--- config.mk ---
export PLATFORM = sky130hd
export DESIGN_NAME = hpc_port_config
export DESIGN_NICKNAME = d
export VERILOG_FILES = /design/src/hpc_pkg.sv /design/src/hpc_port_config.sv /design/src/hpc_pin_sync.sv
export SDC_FILE = /design/constraint.sdc
export NUM_CORES = 1
export LEC_CHECK = 0
export ABC_CLOCK_PERIOD_IN_PS = 1800
export BUFFER_PORTS_ARGS = -buffer_cell sky130_fd_sc_hd__buf_4
export CAP_MARGIN = 40
export CORE_MARGIN = 1.5
export CORE_UTILIZATION = 51
export DETAILED_ROUTE_END_ITERATION = 6
export GPL_TIMING_DRIVEN = 0
export PLACE_DENSITY = 0.89
export SYNTH_ARGS = -nofsm -noshare
export SYNTH_HDL_FRONTEND = slang
export SYNTH_SLANG_ARGS = --single-unit
export TNS_END_PERCENT = 5
--- constraint.sdc ---
create_clock -name clock -period 1.8 [get_ports clock]
set_input_delay 0 -clock clock [delete_from_list [all_inputs] [get_ports clock]]
set_output_delay 0 -clock clock [all_outputs]
set_load 0.03 [all_outputs]
--- src/hpc_pkg.sv ---
// Package for the hub port configuration register bank.
// Assumes one 250 MHz clock and byte-wide register access from an SMBus host or EEPROM loader.
package hpc_pkg;

   ////////////////////////////////////////////////////////////////////////////
   // Register offsets
   localparam logic [7:0] CHARGE_PORT_ENABLE_OFS    = 8'h06;
   localparam logic [7:0] PORT_REMOVABLE_CONFIG_OFS = 8'h07;
   localparam logic [7:0] PORT_IN_USE_CONFIG_OFS    = 8'h08;

   ////////////////////////////////////////////////////////////////////////////
   // Field positions and reset values
   localparam int         PORT_COUNT            = 4;
   localparam int         OVERRIDE_BIT          = 7;
   localparam logic [3:0] CHARGE_ENABLE_RESET   = 4'h0;
   localparam logic [3:0] PORT_IN_USE_RESET     = 4'hf;
   localparam logic [3:0] REMOVABLE_RESET       = 4'h0;
   localparam logic [7:0] READ_ZERO             = 8'h00;

   ////////////////////////////////////////////////////////////////////////////
   // Timing: two sync stages, then the strap level is valid
   localparam int         SYNC_STAGES           = 2;
   localparam logic [1:0] STRAP_SETTLE_CYCLES   = 2'h2;

   ////////////////////////////////////////////////////////////////////////////
   // Carriers
   typedef struct packed {
      logic       en;
      logic       eeprom_src;
      logic [7:0] addr;
      logic [7:0] data;
   } hpc_wr_s;

   typedef struct packed {
      logic       en;
      logic [7:0] addr;
   } hpc_rd_s;

   typedef struct packed {
      logic [3:0] non_removable;
      logic [3:0] in_use;
   } hpc_otp_s;

endpackage : hpc_pkg

--- src/hpc_port_config.sv ---
// Hub port configuration registers: charging enables, removable flags, port-in-use flags.
// Assumes byte register access from SMBus host or EEPROM loader, OTP values stable,
// strap and mode pins asynchronous.
//
// How it works
// - Bits 7:4 of the charging enable register are read-only and always read zero.
// - Override clear: removable and in-use fields are read-only OTP values.
// - With the override bit set, those fields accept EEPROM loads and SMBus writes.
// - One write setting the override bit and new removable flags applies both at once.
// - Removable bit n describes port n+1: one is removable, zero permanently attached.
// - Override clear: removable flags read as the inverse of the OTP non-removable bits.
// - Bits 6:4 of the removable register are read-only and always read zero.
// - In-use bit n enables port n+1 when one and marks it unused when zero.
// - A legacy-speed-only bit forces its USB2 side used regardless of the in-use bit.
// - SMBus mode takes SMBus host writes; I2C mode takes EEPROM loads instead.
`timescale 1ns/100ps
module hpc_port_config #(
   parameter int PORTS = hpc_pkg::PORT_COUNT
) (
   input  wire logic             clock,
   input  wire logic             reset_n,
   input  wire logic             clk_en,
   input  wire logic             smbus_mode_pin,
   input  wire logic [3:0]       power_charge_strap_pins,
   input  wire hpc_pkg::hpc_otp_s otp_cfg,
   input  wire logic [3:0]       legacy_speed_only_bits,
   input  wire hpc_pkg::hpc_wr_s wr_req,
   input  wire hpc_pkg::hpc_rd_s rd_req,
   output logic      [7:0]       rd_data_q,
   output logic                  rd_valid_q,
   output logic      [3:0]       charge_enable_bits_q,
   output logic      [3:0]       port_removable_q,
   output logic      [3:0]       port_in_use_q,
   output logic      [3:0]       usb2_port_in_use_q,
   output logic                  removable_override_q
);

   typedef struct packed {
      logic [1:0] settle_cnt;
      logic       strap_taken;
      logic       override;
      logic [3:0] charge_en;
      logic [3:0] removable;
      logic [3:0] in_use;
      logic [3:0] removable_out;
      logic [3:0] in_use_out;
      logic [3:0] usb2_in_use;
      logic [7:0] rd_data;
      logic       rd_valid;
   } hpc_state_s;

   hpc_state_s state_q;
   hpc_state_s state_d;
   logic [4:0] pins_sync;
   logic       smbus_mode;
   logic [3:0] strap_sync;
   logic       wr_allowed;
   logic [3:0] removable_eff;
   logic [3:0] in_use_eff;
   logic [3:0] usb2_eff;

   // Field layout is fixed at four ports
   if (PORTS != hpc_pkg::PORT_COUNT) begin : g_bad_ports
      $error("hpc_port_config: only four ports fit the fields");
   end

   ////////////////////////////////////////////////////////////////////////////
   // Pin synchronisation
   hpc_pin_sync #(
      .WIDTH (5)
   ) u_pin_sync (
      .clock      (clock),
      .reset_n    (reset_n),
      .clk_en     (clk_en),
      .pin_async  ({smbus_mode_pin, power_charge_strap_pins}),
      .pin_sync_q (pins_sync)
   );

   assign smbus_mode = pins_sync[4];
   assign strap_sync = pins_sync[3:0];

   ////////////////////////////////////////////////////////////////////////////
   // Source gating by mode pin and write source
   always_comb begin
      // Only the source matching the mode pin may write
      wr_allowed = wr_req.en && (smbus_mode != wr_req.eeprom_src);
   end

   ////////////////////////////////////////////////////////////////////////////
   // Effective field values, one slice per port
   // Clear override shows OTP; the shadows track it so in-use starts there when override is set
   for (genvar p = 0; p < PORTS; p++) begin : g_port
      assign removable_eff[p] = state_q.override ? state_q.removable[p]
                                                 : ~otp_cfg.non_removable[p];
      assign in_use_eff[p]    = state_q.override ? state_q.in_use[p]
                                                 : otp_cfg.in_use[p];
      // Legacy-speed port stays on for USB2 even when marked unused
      assign usb2_eff[p]      = in_use_eff[p] | legacy_speed_only_bits[p];
   end

   ////////////////////////////////////////////////////////////////////////////
   // Next state
   always_comb begin
      state_d = state_q;
      if (clk_en) begin
         state_d.rd_valid = 1'b0;

         // Strap level is valid only once the sync chain has filled after release
         if (!state_q.strap_taken) begin
            if (state_q.settle_cnt == hpc_pkg::STRAP_SETTLE_CYCLES) begin
               state_d.charge_en   = strap_sync;
               state_d.strap_taken = 1'b1;
            end else begin
               state_d.settle_cnt = state_q.settle_cnt + 2'h1;
            end
         end

         // Shadows follow OTP while override is clear
         if (!state_q.override) begin
            state_d.removable = ~otp_cfg.non_removable;
            state_d.in_use    = otp_cfg.in_use;
         end

         if (wr_allowed) begin
            case (wr_req.addr)
               hpc_pkg::CHARGE_PORT_ENABLE_OFS: begin
                  // A write before strap capture is superseded by the strap
                  state_d.charge_en = wr_req.data[3:0];
               end
               hpc_pkg::PORT_REMOVABLE_CONFIG_OFS: begin
                  state_d.override = wr_req.data[hpc_pkg::OVERRIDE_BIT];
                  // New override value counts for the same byte
                  if (wr_req.data[hpc_pkg::OVERRIDE_BIT] || state_q.override) begin
                     state_d.removable = wr_req.data[3:0];
                  end
               end
               hpc_pkg::PORT_IN_USE_CONFIG_OFS: begin
                  // Ports 1 and 3 both off is not checked; the writer must avoid it
                  if (state_q.override) begin
                     state_d.in_use = wr_req.data[3:0];
                  end
               end
               default: begin
                  state_d.override = state_q.override;
               end
            endcase
         end

         state_d.removable_out = removable_eff;
         state_d.in_use_out    = in_use_eff;
         state_d.usb2_in_use   = usb2_eff;

         if (rd_req.en) begin
            state_d.rd_valid = 1'b1;
            case (rd_req.addr)
               hpc_pkg::CHARGE_PORT_ENABLE_OFS: begin
                  state_d.rd_data = {4'h0, state_q.charge_en};
               end
               hpc_pkg::PORT_REMOVABLE_CONFIG_OFS: begin
                  state_d.rd_data = {state_q.override, 3'h0, removable_eff};
               end
               hpc_pkg::PORT_IN_USE_CONFIG_OFS: begin
                  state_d.rd_data = {4'h0, in_use_eff};
               end
               default: begin
                  state_d.rd_data = hpc_pkg::READ_ZERO;
               end
            endcase
         end
      end
   end

   ////////////////////////////////////////////////////////////////////////////
   // State register
   always_ff @(posedge clock or negedge reset_n) begin
      if (!reset_n) begin
         state_q               <= '0;
         state_q.charge_en     <= hpc_pkg::CHARGE_ENABLE_RESET;
         state_q.removable     <= hpc_pkg::REMOVABLE_RESET;
         state_q.in_use        <= hpc_pkg::PORT_IN_USE_RESET;
         state_q.in_use_out    <= hpc_pkg::PORT_IN_USE_RESET;
         state_q.usb2_in_use   <= hpc_pkg::PORT_IN_USE_RESET;
         state_q.rd_data       <= hpc_pkg::READ_ZERO;
      end else begin
         state_q <= state_d;
      end
   end

   ////////////////////////////////////////////////////////////////////////////
   // Outputs
   assign rd_data_q            = state_q.rd_data;
   assign rd_valid_q           = state_q.rd_valid;
   assign charge_enable_bits_q = state_q.charge_en;
   assign port_removable_q     = state_q.removable_out;
   assign port_in_use_q        = state_q.in_use_out;
   assign usb2_port_in_use_q   = state_q.usb2_in_use;
   assign removable_override_q = state_q.override;

endmodule : hpc_port_config

--- src/hpc_pin_sync.sv ---
// Two-stage synchroniser for asynchronous level pins.
// Assumes inputs are slow levels; the first stage feeds only the second.
`timescale 1ns/100ps
module hpc_pin_sync #(
   parameter int WIDTH = 5
) (
   input  wire logic             clock,
   input  wire logic             reset_n,
   input  wire logic             clk_en,
   input  wire logic [WIDTH-1:0] pin_async,
   output logic      [WIDTH-1:0] pin_sync_q
);

   typedef struct packed {
      logic [WIDTH-1:0] meta;
      logic [WIDTH-1:0] stable;
   } hpc_sync_state_s;

   hpc_sync_state_s state_q;
   hpc_sync_state_s state_d;

   if (WIDTH < 1) begin : g_bad_width
      $error("hpc_pin_sync: WIDTH must be at least 1");
   end

   ////////////////////////////////////////////////////////////////////////////
   always_comb begin
      state_d = state_q;
      if (clk_en) begin
         state_d.meta   = pin_async;
         state_d.stable = state_q.meta;
      end
   end

   always_ff @(posedge clock or negedge reset_n) begin
      if (!reset_n) begin
         state_q <= '0;
      end else begin
         state_q <= state_d;
      end
   end

   assign pin_sync_q = state_q.stable;

endmodule : hpc_pin_sync

### Word level (Yosys, flattened, before mapping)

Cells that the tools add are included.
Widths: inputs -> output; s select.

* flip-flop bits (word level): 47
* input bits: 47
* logic and storage cells: 59

* add/subtract/negate cells: 1
* eq/ne operators: 8
* mux-type cells: 21
* bitwise gates (word level): 11
* reduce and logical (&&, ||, !) cells: 5

Operator list (number)
* $eq 8x3->1 const B: 4
* $mux 4: 7
* $pmux 8 s3: 1
* $eq 8x4->1 const B: 2
* $mux 12: 1
* $mux 1: 11
* $mux 8: 1
* $not 1->1: 6
* $reduce_and 3->1: 2
* $not 4->4: 1
* $or 1x1->1: 4
* $add 2x1->2 const B: 1
* $eq 2x2->1 const B: 1
* $reduce_and 2->1: 1
* $logic_and 1x1->1: 1
* $logic_or 1x1->1: 1
* $ne 1x1->1: 1

### Longest topological paths before layout

Gate-level depths: netlist of run 1.

* word-level depth: 5
* gate-level depth with buffers: 6

### Cells and area by module

Synthesis of run 1 repeated with hierarchy kept, for this count alone.

* cells, all modules: 233
* area total of the unflattened synthesis: 2472.4 um^2

By module, submodules not included
* hpc_port_config: instances 1, cells an instance 207, area each 2023.2 um^2
* hpc_pin_sync: instances 1, cells an instance 26, area each 449.2 um^2

### Worst setup path before layout of run 1

No wires, ideal clock.

* kind: register to register
* start point: reg state_q, in the netlist removable_override_q
* end point: reg state_q, in the netlist rd_data_q[1]
* library setup time: 130 ps
* arrival: 1448 ps
* slack: 223 ps
* stages on the path, launching flop included: 6
* buffers on the path: 1
* period minus slack after synthesis: 1577 ps
* cell sequence: dfrtp_1 > buf_2 > mux2_2 > a22oi_1 > o21a_1 > o21ai_0

* longest elaborated chain between the ends: 2
* elaborated cells between the ends (all ways): 3

Ends and longest elaborated chain
* start: declaration: line hpc_port_config.sv:52 `hpc_state_s state_q;`
* start signal: assignment: line hpc_port_config.sv:185 `state_q <= state_d;`
* $mux 1, on equally long branches: line hpc_port_config.sv:95, hpc_port_config.sv:93
* $pmux 8 s3 (*): line hpc_port_config.sv:155 `case (rd_req.addr)`

Every way passes the cells marked *; elsewhere a longest branch is shown, timed or not.
A chain may end at the register's enable or synchronous reset.

### Final worst setup path of run 1

Same ends and word-level chain as after synthesis.

==> results.py, run 1 <==
metrics = {
    "setup_path": {
        "slowest_stage": "dfrtp_1",
        "critPathLaunchType": "flip-flop",
        "crit_fanout": 10,
        "r2r_cells": 5,
        "crit_path_start": "removable_override_q",
        "path_delay_family": "flip-flops",
        "crit_type": "flip-flop to flip-flop",
        "r2r_setup_slack_ns": 0.17,
        "critPathMaxStageDelay_ns": 0.47,
        "r2r-start": "removable_override_q",
        "r2r-end": "rd_data_q[1]",
        "crit_buf_inv": 1,
        "end_kind": "flip-flop",
        "cp.required_ns": 1.98,
        "arrival_ns": 1.81,
        "setup.worst_path.end": "rd_data_q[1]",
        "path_cells": "buf_2 -> mux2_2 -> a22oi_1 -> o21a_1 -> o21ai_0",
        "path_depth": 5,
    },
    "synthesis": {
        "synthCells": 232,
        "synth_most_common_cell": "dfrtp_1",
        "seq_area_frac_synth": 0.466,
        "synth-edff-count": 0,
        "synth_common_cells": "dfrtp_1 (32), buf_4 (24), mux2_2 (21), nor2_1 (16)",
        "ys.flop_type": "dfrtp_1",
        "yosysWarnings": 0,
        "yosysTopAreaCell": "dfrtp_1",
        "netlist-cell-type-count": 43,
        "synth_top_area_frac": 0.335,
        "synth_area_sq_um": 2390,
        "avgSynthCellArea_sq_um": 10.3,
        "netlist_top_cells_area": "dfrtp_1 (33%), dfstp_2 (13%), mux2_2 (9.9%), buf_4 (7.5%), nand2b_1 (3.7%)",
        "async_flop_share": 1.00,
        "ys_seq_elements": 44,
    },
    "timing": {
        "fin_tns_setup_ns": 0,
        "max_freq_mhz": 614,
        "hold_viol": 0,
        "final.min_clock_period_ns": 1.63,
        "setup_viol": 0,
        "worst_pin_slew_ns": 0.599,
        "drv_slew": 0,
        "finalCritPeriodShare": 0.905,
        "skew_ns": 0.0111,
        "slew_headroom": 0.600,
        "rsz0062_at_grt": "no",
    },
    "clocking": {
        "clk_latency_ns": 0.30,
        "cts_buffers": 5,
        "cts.sinks": 44,
        "htree_levels": 2,
        "cts_tree": "yes",
        "cts_root_buffer": "clkbuf_8",
        "clock_path_buffers": 2,
        "clkTransAtPathRegs_ns": 0.08,
        "postCtsSetupBuffers": 0,
    },
    "final_layout": {
        "antenna_cells": 0,
        "fin_util": 0.726,
        "final_nets": 369,
        "synthToLayoutAreaGrowth_pct": 34.9,
        "drive_gt1_frac": 0.429,
        "stdcell_area_sq_um": 3230,
    },
    "power": {
        "p_int_uw": 1880,
        "ir_worst_vdd_mv": 0.488,
        "pwr-share-clk": 0.324,
        "pwr_density_cell_nw_per_um2": 785,
        "comb_power_share": 0.215,
        "p_switching_uw": 659,
        "seqPwrFrac": 0.461,
        "swShare": 0.260,
        "p_leak_uw": 0.00149,
    },
    "hold_path": {
        "holdPathStages": 3,
        "hold_path.class": "input port to flip-flop",
    },
    "route": {
        "dr.pass1.iters": 6,
        "wire_per_inst_um": 15.1,
        "drt_iter0_drc": 168,
        "wl_um": 5660,
        "vias": 2022,
        "ant_nets": 0,
        "vias_per_cell": 5.41,
        "drc_errors": 5,
    },
    "die": {
        "start_util": 0.539,
        "chipWidth_um": 71.5,
        "io_pins": 73,
        "dieArea_sq_um": 5110,
        "fp-row-count": 24,
        "core_area_sq_um": 4440,
        "die_y_um": 71.5,
    },
    "grt": {
        "grt_antenna_before_repair": 0,
        "grt_pass1_wl_um": 9310,
        "grt_max_degree": 45,
        "overflow": 0,
        "grt_util_all_layers": 0.234,
        "grt_pass1_vias": 2012,
    },
    "place": {
        "hpwl_um": 4100,
        "place_area_sq_um": 2960,
        "routabilityCongestion": 0.795,
        "io_buffers": 66,
    },
    "status": {
        "violations": "design-rule violations",
        "status": "complete, but fails checks",
    },
    "flow_run": {
        "maxCapViolations": 0,
    },
}
[how the worst min path moves through the flow]
| stage | to | start | slack (ns) |
|---|---|---|---|
| final | charge_enable_bits_q[3] | wr_req[8] | 0.02 |
| after global routing | charge_enable_bits_q[0] | wr_req[8] | 0.02 |
| after CTS | charge_enable_bits_q[1] | wr_req[8] | 0.01 |
| after detailed placement | rd_data_q[3] | reset_n | 0.02 |
| after global placement | rd_data_q[2] | reset_n | 0.02 |
| after floorplan | charge_enable_bits_q[0] | reset_n | -0.30 |
[layout make-up]
class | count | area, sq um
plain buffers | 34 | 230
clock buffers | 7 | 96.3
clock inverters | 1 | 30.0
fillers | 333 | 1220
inverters | 4 | 15.0
multi-input cells | 152 | 1040
flip-flops and latches | 44 | 1120
well taps | 52 | 65.1
repair buffers | 80 | 636
[metrics by stage]
step                std cells  hold WS, ns  worst slack, ns  power (uW)
floorplan                 234       -0.296            0.223        1490
global placement          352       0.0204            0.173        1680
detailed placement        352       0.0247            0.136        1700
CTS                       374       0.0101            0.114        2550
global route              374       0.0236           0.0748        2670
finish                    374       0.0179            0.171        2530
[tightest hold or removal path: cells and delay by family]
| kind | cells | cell delay [ns] |
|---|---|---|
| compound gates | 2 | 0.15 |
| buf+inv | 1 | 0.13 |
[routing by layer]
layer	global-route usage	vias to the layer above	share of wire
li1	-	973	-
met1	0.294	973	0.42
met2	0.396	65	0.51
met3	0.0605	11	0.059
met4	0.0818	0	0.014
met5	0	-	0
[placed cells by master, fill, tap and decap left out, types with 2 or more instances in the layout]
master and n:
buf_2 4, a21oi_1 7, nor2_1 16, dfstp_2 12, o21a_1 2, o2bb2ai_1 4
mux2i_1 3, clkbuf_1 4, a22oi_1 4, and2_1 4, clkbuf_8 7, and3b_1 2
a221o_1 2, nand3_1 5, o22ai_1 8, nand2_1 14, mux2_2 21, nand4_1 2
conb_1 3, o21bai_1 2, nor2b_1 3, nor3_1 2, dfrtp_1 32, inv_1 4
o211ai_1 10, buf_4 90, dlygate4sd3_1 14, nand2b_1 14, o21ai_0 9
[power groups by stage]
stage / Clock, uW / Combinational, uW / Sequential, uW
detailed placement: 0 / 517 / 1190
floorplan: 0 / 317 / 1170
global placement: 0 / 501 / 1180
global route: 893 / 593 / 1180
finish: 822 / 544 / 1170
CTS: 840 / 543 / 1170
[logic make-up (layout without fill, tap and decap cells)]
logic type | after synthesis | in the layout | synth area share
XOR/XNOR | 2 | 2 | 0.00732
AND/OR/NAND/NOR | 69 | 69 | 0.156
adder cells (fa/ha/maj) | 1 | 1 | 0.00523
flip-flops | 44 | 44 | 0.466
buffers and inverters | 38 | 126 | 0.102
multiplexers | 24 | 24 | 0.111
other | 1 | 3 | 0.00157
AO/OA/AOI/OAI | 53 | 53 | 0.150
[state kept, by name (all words and copies together), names as in the netlist]
signal / count
usb2_port_in_use_q: 4
state_q: 11
removable_override_q: 1
port_removable_q: 4
charge_enable_bits_q: 4
u_pin_sync.state_q: 5
rd_data_q: 5
port_in_use_q: 4
rd_valid_q: 1
u_pin_sync.pin_sync_q: 5
[what timing repair did]
action | 4_1_cts | 5_1_grt
endpoints found under the setup margin | 0 | 3
gates resized for setup | 0 | 1
hold buffers | 14 | 0
hold endpoints to repair | 45 | 0
No activity file was read; power rests on OpenSTA's default activity.
==> run 2: changes to the inputs <==
CELL_PAD_IN_SITES_DETAIL_PLACEMENT = 1   (was unset)
CELL_PAD_IN_SITES_GLOBAL_PLACEMENT = 1   (was unset)
CORE_UTILIZATION = 39   (was 51)
PLACE_DENSITY = 0.9   (was 0.89)
==> run 2 against run 1 <==
  * The flow now finishes without violations
  * Sequential power about the same
  * Worst setup slack worse by 0.031 ns
  * Power fell by 8.0%
  * Critical path type unchanged
  * Critical endpoint unchanged
  * Largest power group unchanged
  * Highest routed layer unchanged
==> results.py, run 2 (synthesized netlist as in run 1, its figures left out) <==
metrics = {
    "route": {
        "wl_met1_um": 2580,
        "drt_iter0_drc": 110,
        "drc_errors": 0,
        "ant_nets": 0,
        "dr.pass1.iters": 4,
        "wl_met3_um": 373,
        "vias": 2119,
        "wl_um": 6740,
        "vias_per_cell": 5.34,
        "dr.max_layer_used": "met4",
        "route.met2.wl_um": 3470,
        "wire_per_inst_um": 17.0,
    },
    "die": {
        "start_util": 0.404,
        "dieArea_sq_um": 6620,
        "core_area_sq_um": 5920,
        "die_y_um": 81.3,
        "io_pins": 73,
        "chipWidth_um": 81.3,
        "fp-row-count": 28,
    },
    "setup_path": {
        "crit_type": "flip-flop to flip-flop",
        "cp.required_ns": 1.98,
        "r2r_cells": 5,
        "crit_buf_inv": 1,
        "critPathLaunchType": "flip-flop",
        "path_cells": "buf_2 -> mux2_2 -> a22oi_1 -> o21a_1 -> o21ai_0",
        "path_delay_family": "flip-flops",
        "critPathMaxStageDelay_ns": 0.46,
        "slowest_stage": "dfrtp_1",
        "arrival_ns": 1.84,
        "path_depth": 5,
        "crit_fanout": 10,
        "end_kind": "flip-flop",
    },
    "hold_path": {
        "hold_path.class": "input port to flip-flop",
        "holdPathStages": 3,
    },
    "clocking": {
        "clk_latency_ns": 0.30,
        "postCtsSetupBuffers": 0,
        "cts_tree": "yes",
        "cts_buffers": 5,
        "clkTransAtPathRegs_ns": 0.08,
        "htree_levels": 2,
        "clock_path_buffers": 2,
        "cts.sinks": 44,
        "cts_root_buffer": "clkbuf_8",
    },
    "timing": {
        "fin_ws_ns": 0.140,
        "hold-worst-slack_ns": 0.0273,
        "hold_viol": 0,
        "setup_viol": 0,
        "skew_ns": 0.00536,
        "final.min_clock_period_ns": 1.66,
        "finalCritPeriodShare": 0.922,
        "max_freq_mhz": 602,
        "worst_pin_slew_ns": 0.670,
        "drv_slew": 0,
        "slew_headroom": 0.552,
        "fin_tns_setup_ns": 0,
        "rsz0062_at_grt": "no",
    },
    "final_layout": {
        "antenna_cells": 0,
        "stdcell_area_sq_um": 3210,
        "fill_cells": 697,
        "regMostFlops": "state_q",
        "final_common_cell": "buf_4",
        "synthToLayoutAreaGrowth_pct": 34.2,
        "final_nets": 369,
        "largest_reg_flops": 11,
        "seqCellArea_sq_um": 1120,
        "multi_input_area_sq_um": 1040,
        "drive_gt1_frac": 0.422,
        "mostFrequentLayoutCells": "buf_4 (90), dfrtp_1 (32), mux2_2 (21)",
    },
    "place": {
        "hpwl_um": 4840,
        "io_buffers": 66,
        "dp_worst_setup_slack_ns": 0.0750,
        "place_area_sq_um": 2990,
        "routabilityCongestion": 0.823,
    },
    "grt": {
        "grt_max_degree": 45,
        "grt_pass1_vias": 2271,
        "grt_util_all_layers": 0.217,
        "overflow": 0,
        "grt_pass1_wl_um": 10700,
        "grt_antenna_before_repair": 0,
    },
    "flow_run": {
        "maxCapViolations": 0,
    },
    "power": {
        "pwr_density_cell_nw_per_um2": 725,
        "p_leak_uw": 0.00146,
        "ir_worst_vdd_mv": 0.366,
        "finalPower_uw": 2330,
    },
    "status": {
        "status": "finished, final reports clean",
    },
}
==> run 2: cell count changes in the layout (fill, tap and decap cells not counted) <==
cell / previous run / this run
bufinv_16: 1 / 0
clkbuf_1: 4 / 6
clkbuf_8: 7 / 5
clkinv_2: 0 / 1
==> run 2: final timing paths <==
path	from	end	slack, ns
min	wr_req[1]	state_q[26]	0.03
min reg2reg	state_q[35]	state_q[35]	0.50
max	removable_override_q	rd_data_q[1]	0.14
min in group asynchronous	reset_n	rd_data_q[1]	0.25
max reg2reg	removable_override_q	rd_data_q[1]	0.14
max in group asynchronous	reset_n	port_in_use_q[3]	1.16
==> run 2: layer usage <==
metal / vias up / GRT usage
met5: - / 0
met4: 0 / 0.122
met3: 36 / 0.0539
met2: 88 / 0.385
met1: 1023 / 0.232
li1: 972 / -
==> run 2: final cells by class <==
class | instances | share of cell area
clock buffers | 7 | 0.0238
plain buffers | 34 | 0.0717
repair buffers | 80 | 0.198
flip-flops and latches | 44 | 0.347
well taps | 75 | 0.0292
clock inverters | 1 | 0.00156
multi-input cells | 152 | 0.324
inverters | 4 | 0.00467
==> run 2: worst register-to-register path: stages, from the launching register on <==
cell and delay, ns:
dfrtp_1 0.46, buf_2 0.26, mux2_2 0.41, a22oi_1 0.19
o21a_1 0.15, o21ai_0 0.08
==> run 2: timing repair <==
item	in CTS	in global routing
setup endpoints to repair	0	4
gates resized for setup	0	1
endpoints found under the hold margin	45	0
hold buffers	14	0
==> run 2: per-stage QoR <==
| stage | instances | util |
|---|---|---|
| after floorplan | 234 | - |
| final | 397 | 0.542 |
| after global placement | 375 | 0.505 |
| after detailed placement | 375 | 0.505 |
| after global routing | 397 | 0.542 |
| after CTS | 397 | 0.542 |
==> run 2: power breakdown <==
part	switching (uW)	total [uW]	internal, uW
clock network	330	603	273
logic	278	557	279
registers	63.9	1170	1110
==> run 3: changes to the inputs <==
CORE_UTILIZATION = 40   (was 39)
CTS_BUF_LIST = sky130_fd_sc_hd__clkbuf_4 sky130_fd_sc_hd__clkbuf_8   (was unset)
GPL_TIMING_DRIVEN = unset   (was 0)
PLACE_DENSITY = 0.92   (was 0.9)
REMOVE_ABC_BUFFERS = 1   (was unset)
==> run 3 against run 2 <==
  * Worst setup slack worse by 0.072 ns
  * Largest power group unchanged
  * Final cell count is 8.3% lower
  * Highest routed layer unchanged
  * First-iteration DRC count is 16% lower
  * Final area is 4.9% lower
  * Register-to-register slack worse by 0.07 ns
  * Sequential share of layout area is 1.8 points higher
  * Non-clock buffer count is 30 lower
  * Critical path type unchanged
==> results.py, run 3 (synthesized netlist as in run 1, its figures left out) <==
metrics = {
    "final_layout": {
        "antenna_cells": 0,
        "regMostFlops": "state_q",
        "final_common_cell": "buf_4",
        "seqCellArea_sq_um": 1120,
        "final_nets": 339,
        "fin_util": 0.541,
        "multi_input_area_sq_um": 1040,
        "mostFrequentLayoutCells": "buf_4 (70), dfrtp_1 (32), mux2_2 (21)",
        "synthToLayoutAreaGrowth_pct": 27.5,
        "largest_reg_flops": 11,
        "drive_gt1_frac": 0.387,
        "stdcell_count": 364,
        "fill_cells": 640,
    },
    "flow_run": {
        "maxCapViolations": 0,
    },
    "timing": {
        "max_freq_mhz": 577,
        "slew_headroom": 0.564,
        "fin_tns_setup_ns": 0,
        "skew_ns": 0.0134,
        "drv_slew": 0,
        "rsz0062_at_grt": "no",
        "finalCritPeriodShare": 0.962,
        "setup_viol": 0,
        "worst_pin_slew_ns": 0.652,
        "hold_viol": 0,
        "final.min_clock_period_ns": 1.73,
    },
    "route": {
        "vias_per_cell": 5.36,
        "dr.pass1.iters": 5,
        "wl_um": 6230,
        "drt_iter0_drc": 92,
        "drc_errors": 0,
        "ant_nets": 0,
        "vias": 1952,
        "wire_per_inst_um": 17.1,
    },
    "power": {
        "pwr-share-clk": 0.334,
        "seqPwrFrac": 0.466,
        "pwr_density_cell_nw_per_um2": 824,
        "p_leak_uw": 0.00136,
        "p_switching_uw": 676,
        "swShare": 0.269,
        "ir_worst_vdd_mv": 0.653,
        "p_int_uw": 1840,
        "comb_power_share": 0.199,
    },
    "hold_path": {
        "hp-start": "wr_req[1]",
        "holdPathStages": 3,
        "hold_end": "state_q[26]",
        "hold_path.class": "input port to flip-flop",
    },
    "setup_path": {
        "arrival_ns": 1.90,
        "path_delay_family": "compound AO/OA/AOI/OAI gates",
        "critPathLaunchType": "flip-flop",
        "r2r_cells": 4,
        "slowest_stage": "dfrtp_1",
        "end_kind": "flip-flop",
        "r2r_setup_slack_ns": 0.07,
        "cp.required_ns": 1.97,
        "path_cells": "buf_4 -> o21ai_0 -> or2_1 -> o211ai_1",
        "critPathMaxStageDelay_ns": 0.54,
        "crit_path_start": "removable_override_q",
        "r2r-end": "state_q[25]",
        "crit_buf_inv": 1,
        "r2r-start": "removable_override_q",
        "crit_fanout": 12,
        "crit_type": "flip-flop to flip-flop",
    },
    "die": {
        "start_util": 0.424,
        "dieArea_sq_um": 6460,
        "core_area_sq_um": 5640,
        "die_y_um": 80.4,
        "chipWidth_um": 80.4,
        "fp-row-count": 27,
        "io_pins": 73,
    },
    "status": {
        "status": "finished, final reports clean",
    },
    "clocking": {
        "clk_latency_ns": 0.31,
        "cts_tree": "yes",
        "cts_buffers": 5,
        "clkTransAtPathRegs_ns": 0.09,
        "clock_path_buffers": 2,
        "cts_root_buffer": "clkbuf_8",
        "postCtsSetupBuffers": 0,
        "cts_repair_resize_count": 0,
        "htree_levels": 2,
        "cts.sinks": 44,
        "holdBufCountCts": 13,
    },
    "place": {
        "placed_cells": 342,
        "io_buffers": 66,
        "routabilityCongestion": 0.790,
        "hpwl_um": 4540,
    },
    "grt": {
        "grt_util_all_layers": 0.210,
        "grt_max_degree": 45,
        "overflow": 0,
        "grt_pass1_vias": 2118,
        "grt_antenna_before_repair": 0,
        "grt_pass1_wl_um": 10200,
    },
}
run 3: changes by cell type in the layout (fill, tap and decap cells not counted), sizes merged:
cell / before / now
clkbuf: 11 / 7
buf: 96 / 70
clkinv: 1 / 0
bufinv: 0 / 1
run 3: per-layer routing:
metal | global-route usage | routed length, um | part of all wire
met1 | 0.246 | 2570 | 0.41
met2 | 0.381 | 3250 | 0.52
met3 | 0.0455 | 308 | 0.049
met4 | 0.0638 | 101 | 0.016
met5 | 0 | 0 | 0
run 3: worst max-delay path by stage:
stage	endpoint	depth (start not counted)	slack (ns)
2_1_floorplan	rd_data_q[2]	4	0.03
3_3_place_gp	rd_data_q[2]	5	0.19
3_5_place_dp	state_q[27]	4	0.16
4_1_cts	state_q[27]	4	0.11
5_1_grt	state_q[26]	4	0.02
6_report	state_q[25]	4	0.07
run 3: layout make-up:
| class | count | share of cell area |
|---|---|---|
| tap | 72 | 0.0295 |
| sequential | 44 | 0.366 |
| multi-input combinational | 152 | 0.341 |
| inverter | 4 | 0.00492 |
| clock inverter | 1 | 0.00984 |
| clock buffer | 7 | 0.0316 |
| timing repair buffer | 84 | 0.218 |
run 3: worst register-to-register path, cell delays in order (launching register included):
cell and delay [ns]:
dfrtp_1 0.54, buf_4 0.23, o21ai_0 0.47, or2_1 0.24, o211ai_1 0.12
run 3: per-stage QoR:
| stage | power [uW] | hold WS [ns] | area [sq um] | setup slack [ns] |
|---|---|---|---|---|
| 2_1_floorplan | 1430 | -0.296 | 2170 | 0.0282 |
| 3_3_place_gp | 1630 | 0.0271 | 2790 | 0.192 |
| 3_5_place_dp | 1670 | 0.0306 | 2790 | 0.157 |
| 4_1_cts | 2540 | 0.000398 | 3040 | 0.105 |
| 5_1_grt | 2640 | 0.0484 | 3050 | 0.0176 |
| 6_report | 2510 | 0.0270 | 3050 | 0.0679 |
run 3: power by group through the flow:
stage	combinational (uW)	clock, uW	sequential (uW)
floorplan	192	0	1240
global placement	453	0	1180
detailed placement	481	0	1190
CTS	508	858	1170
global route	553	900	1190
finish	501	841	1170
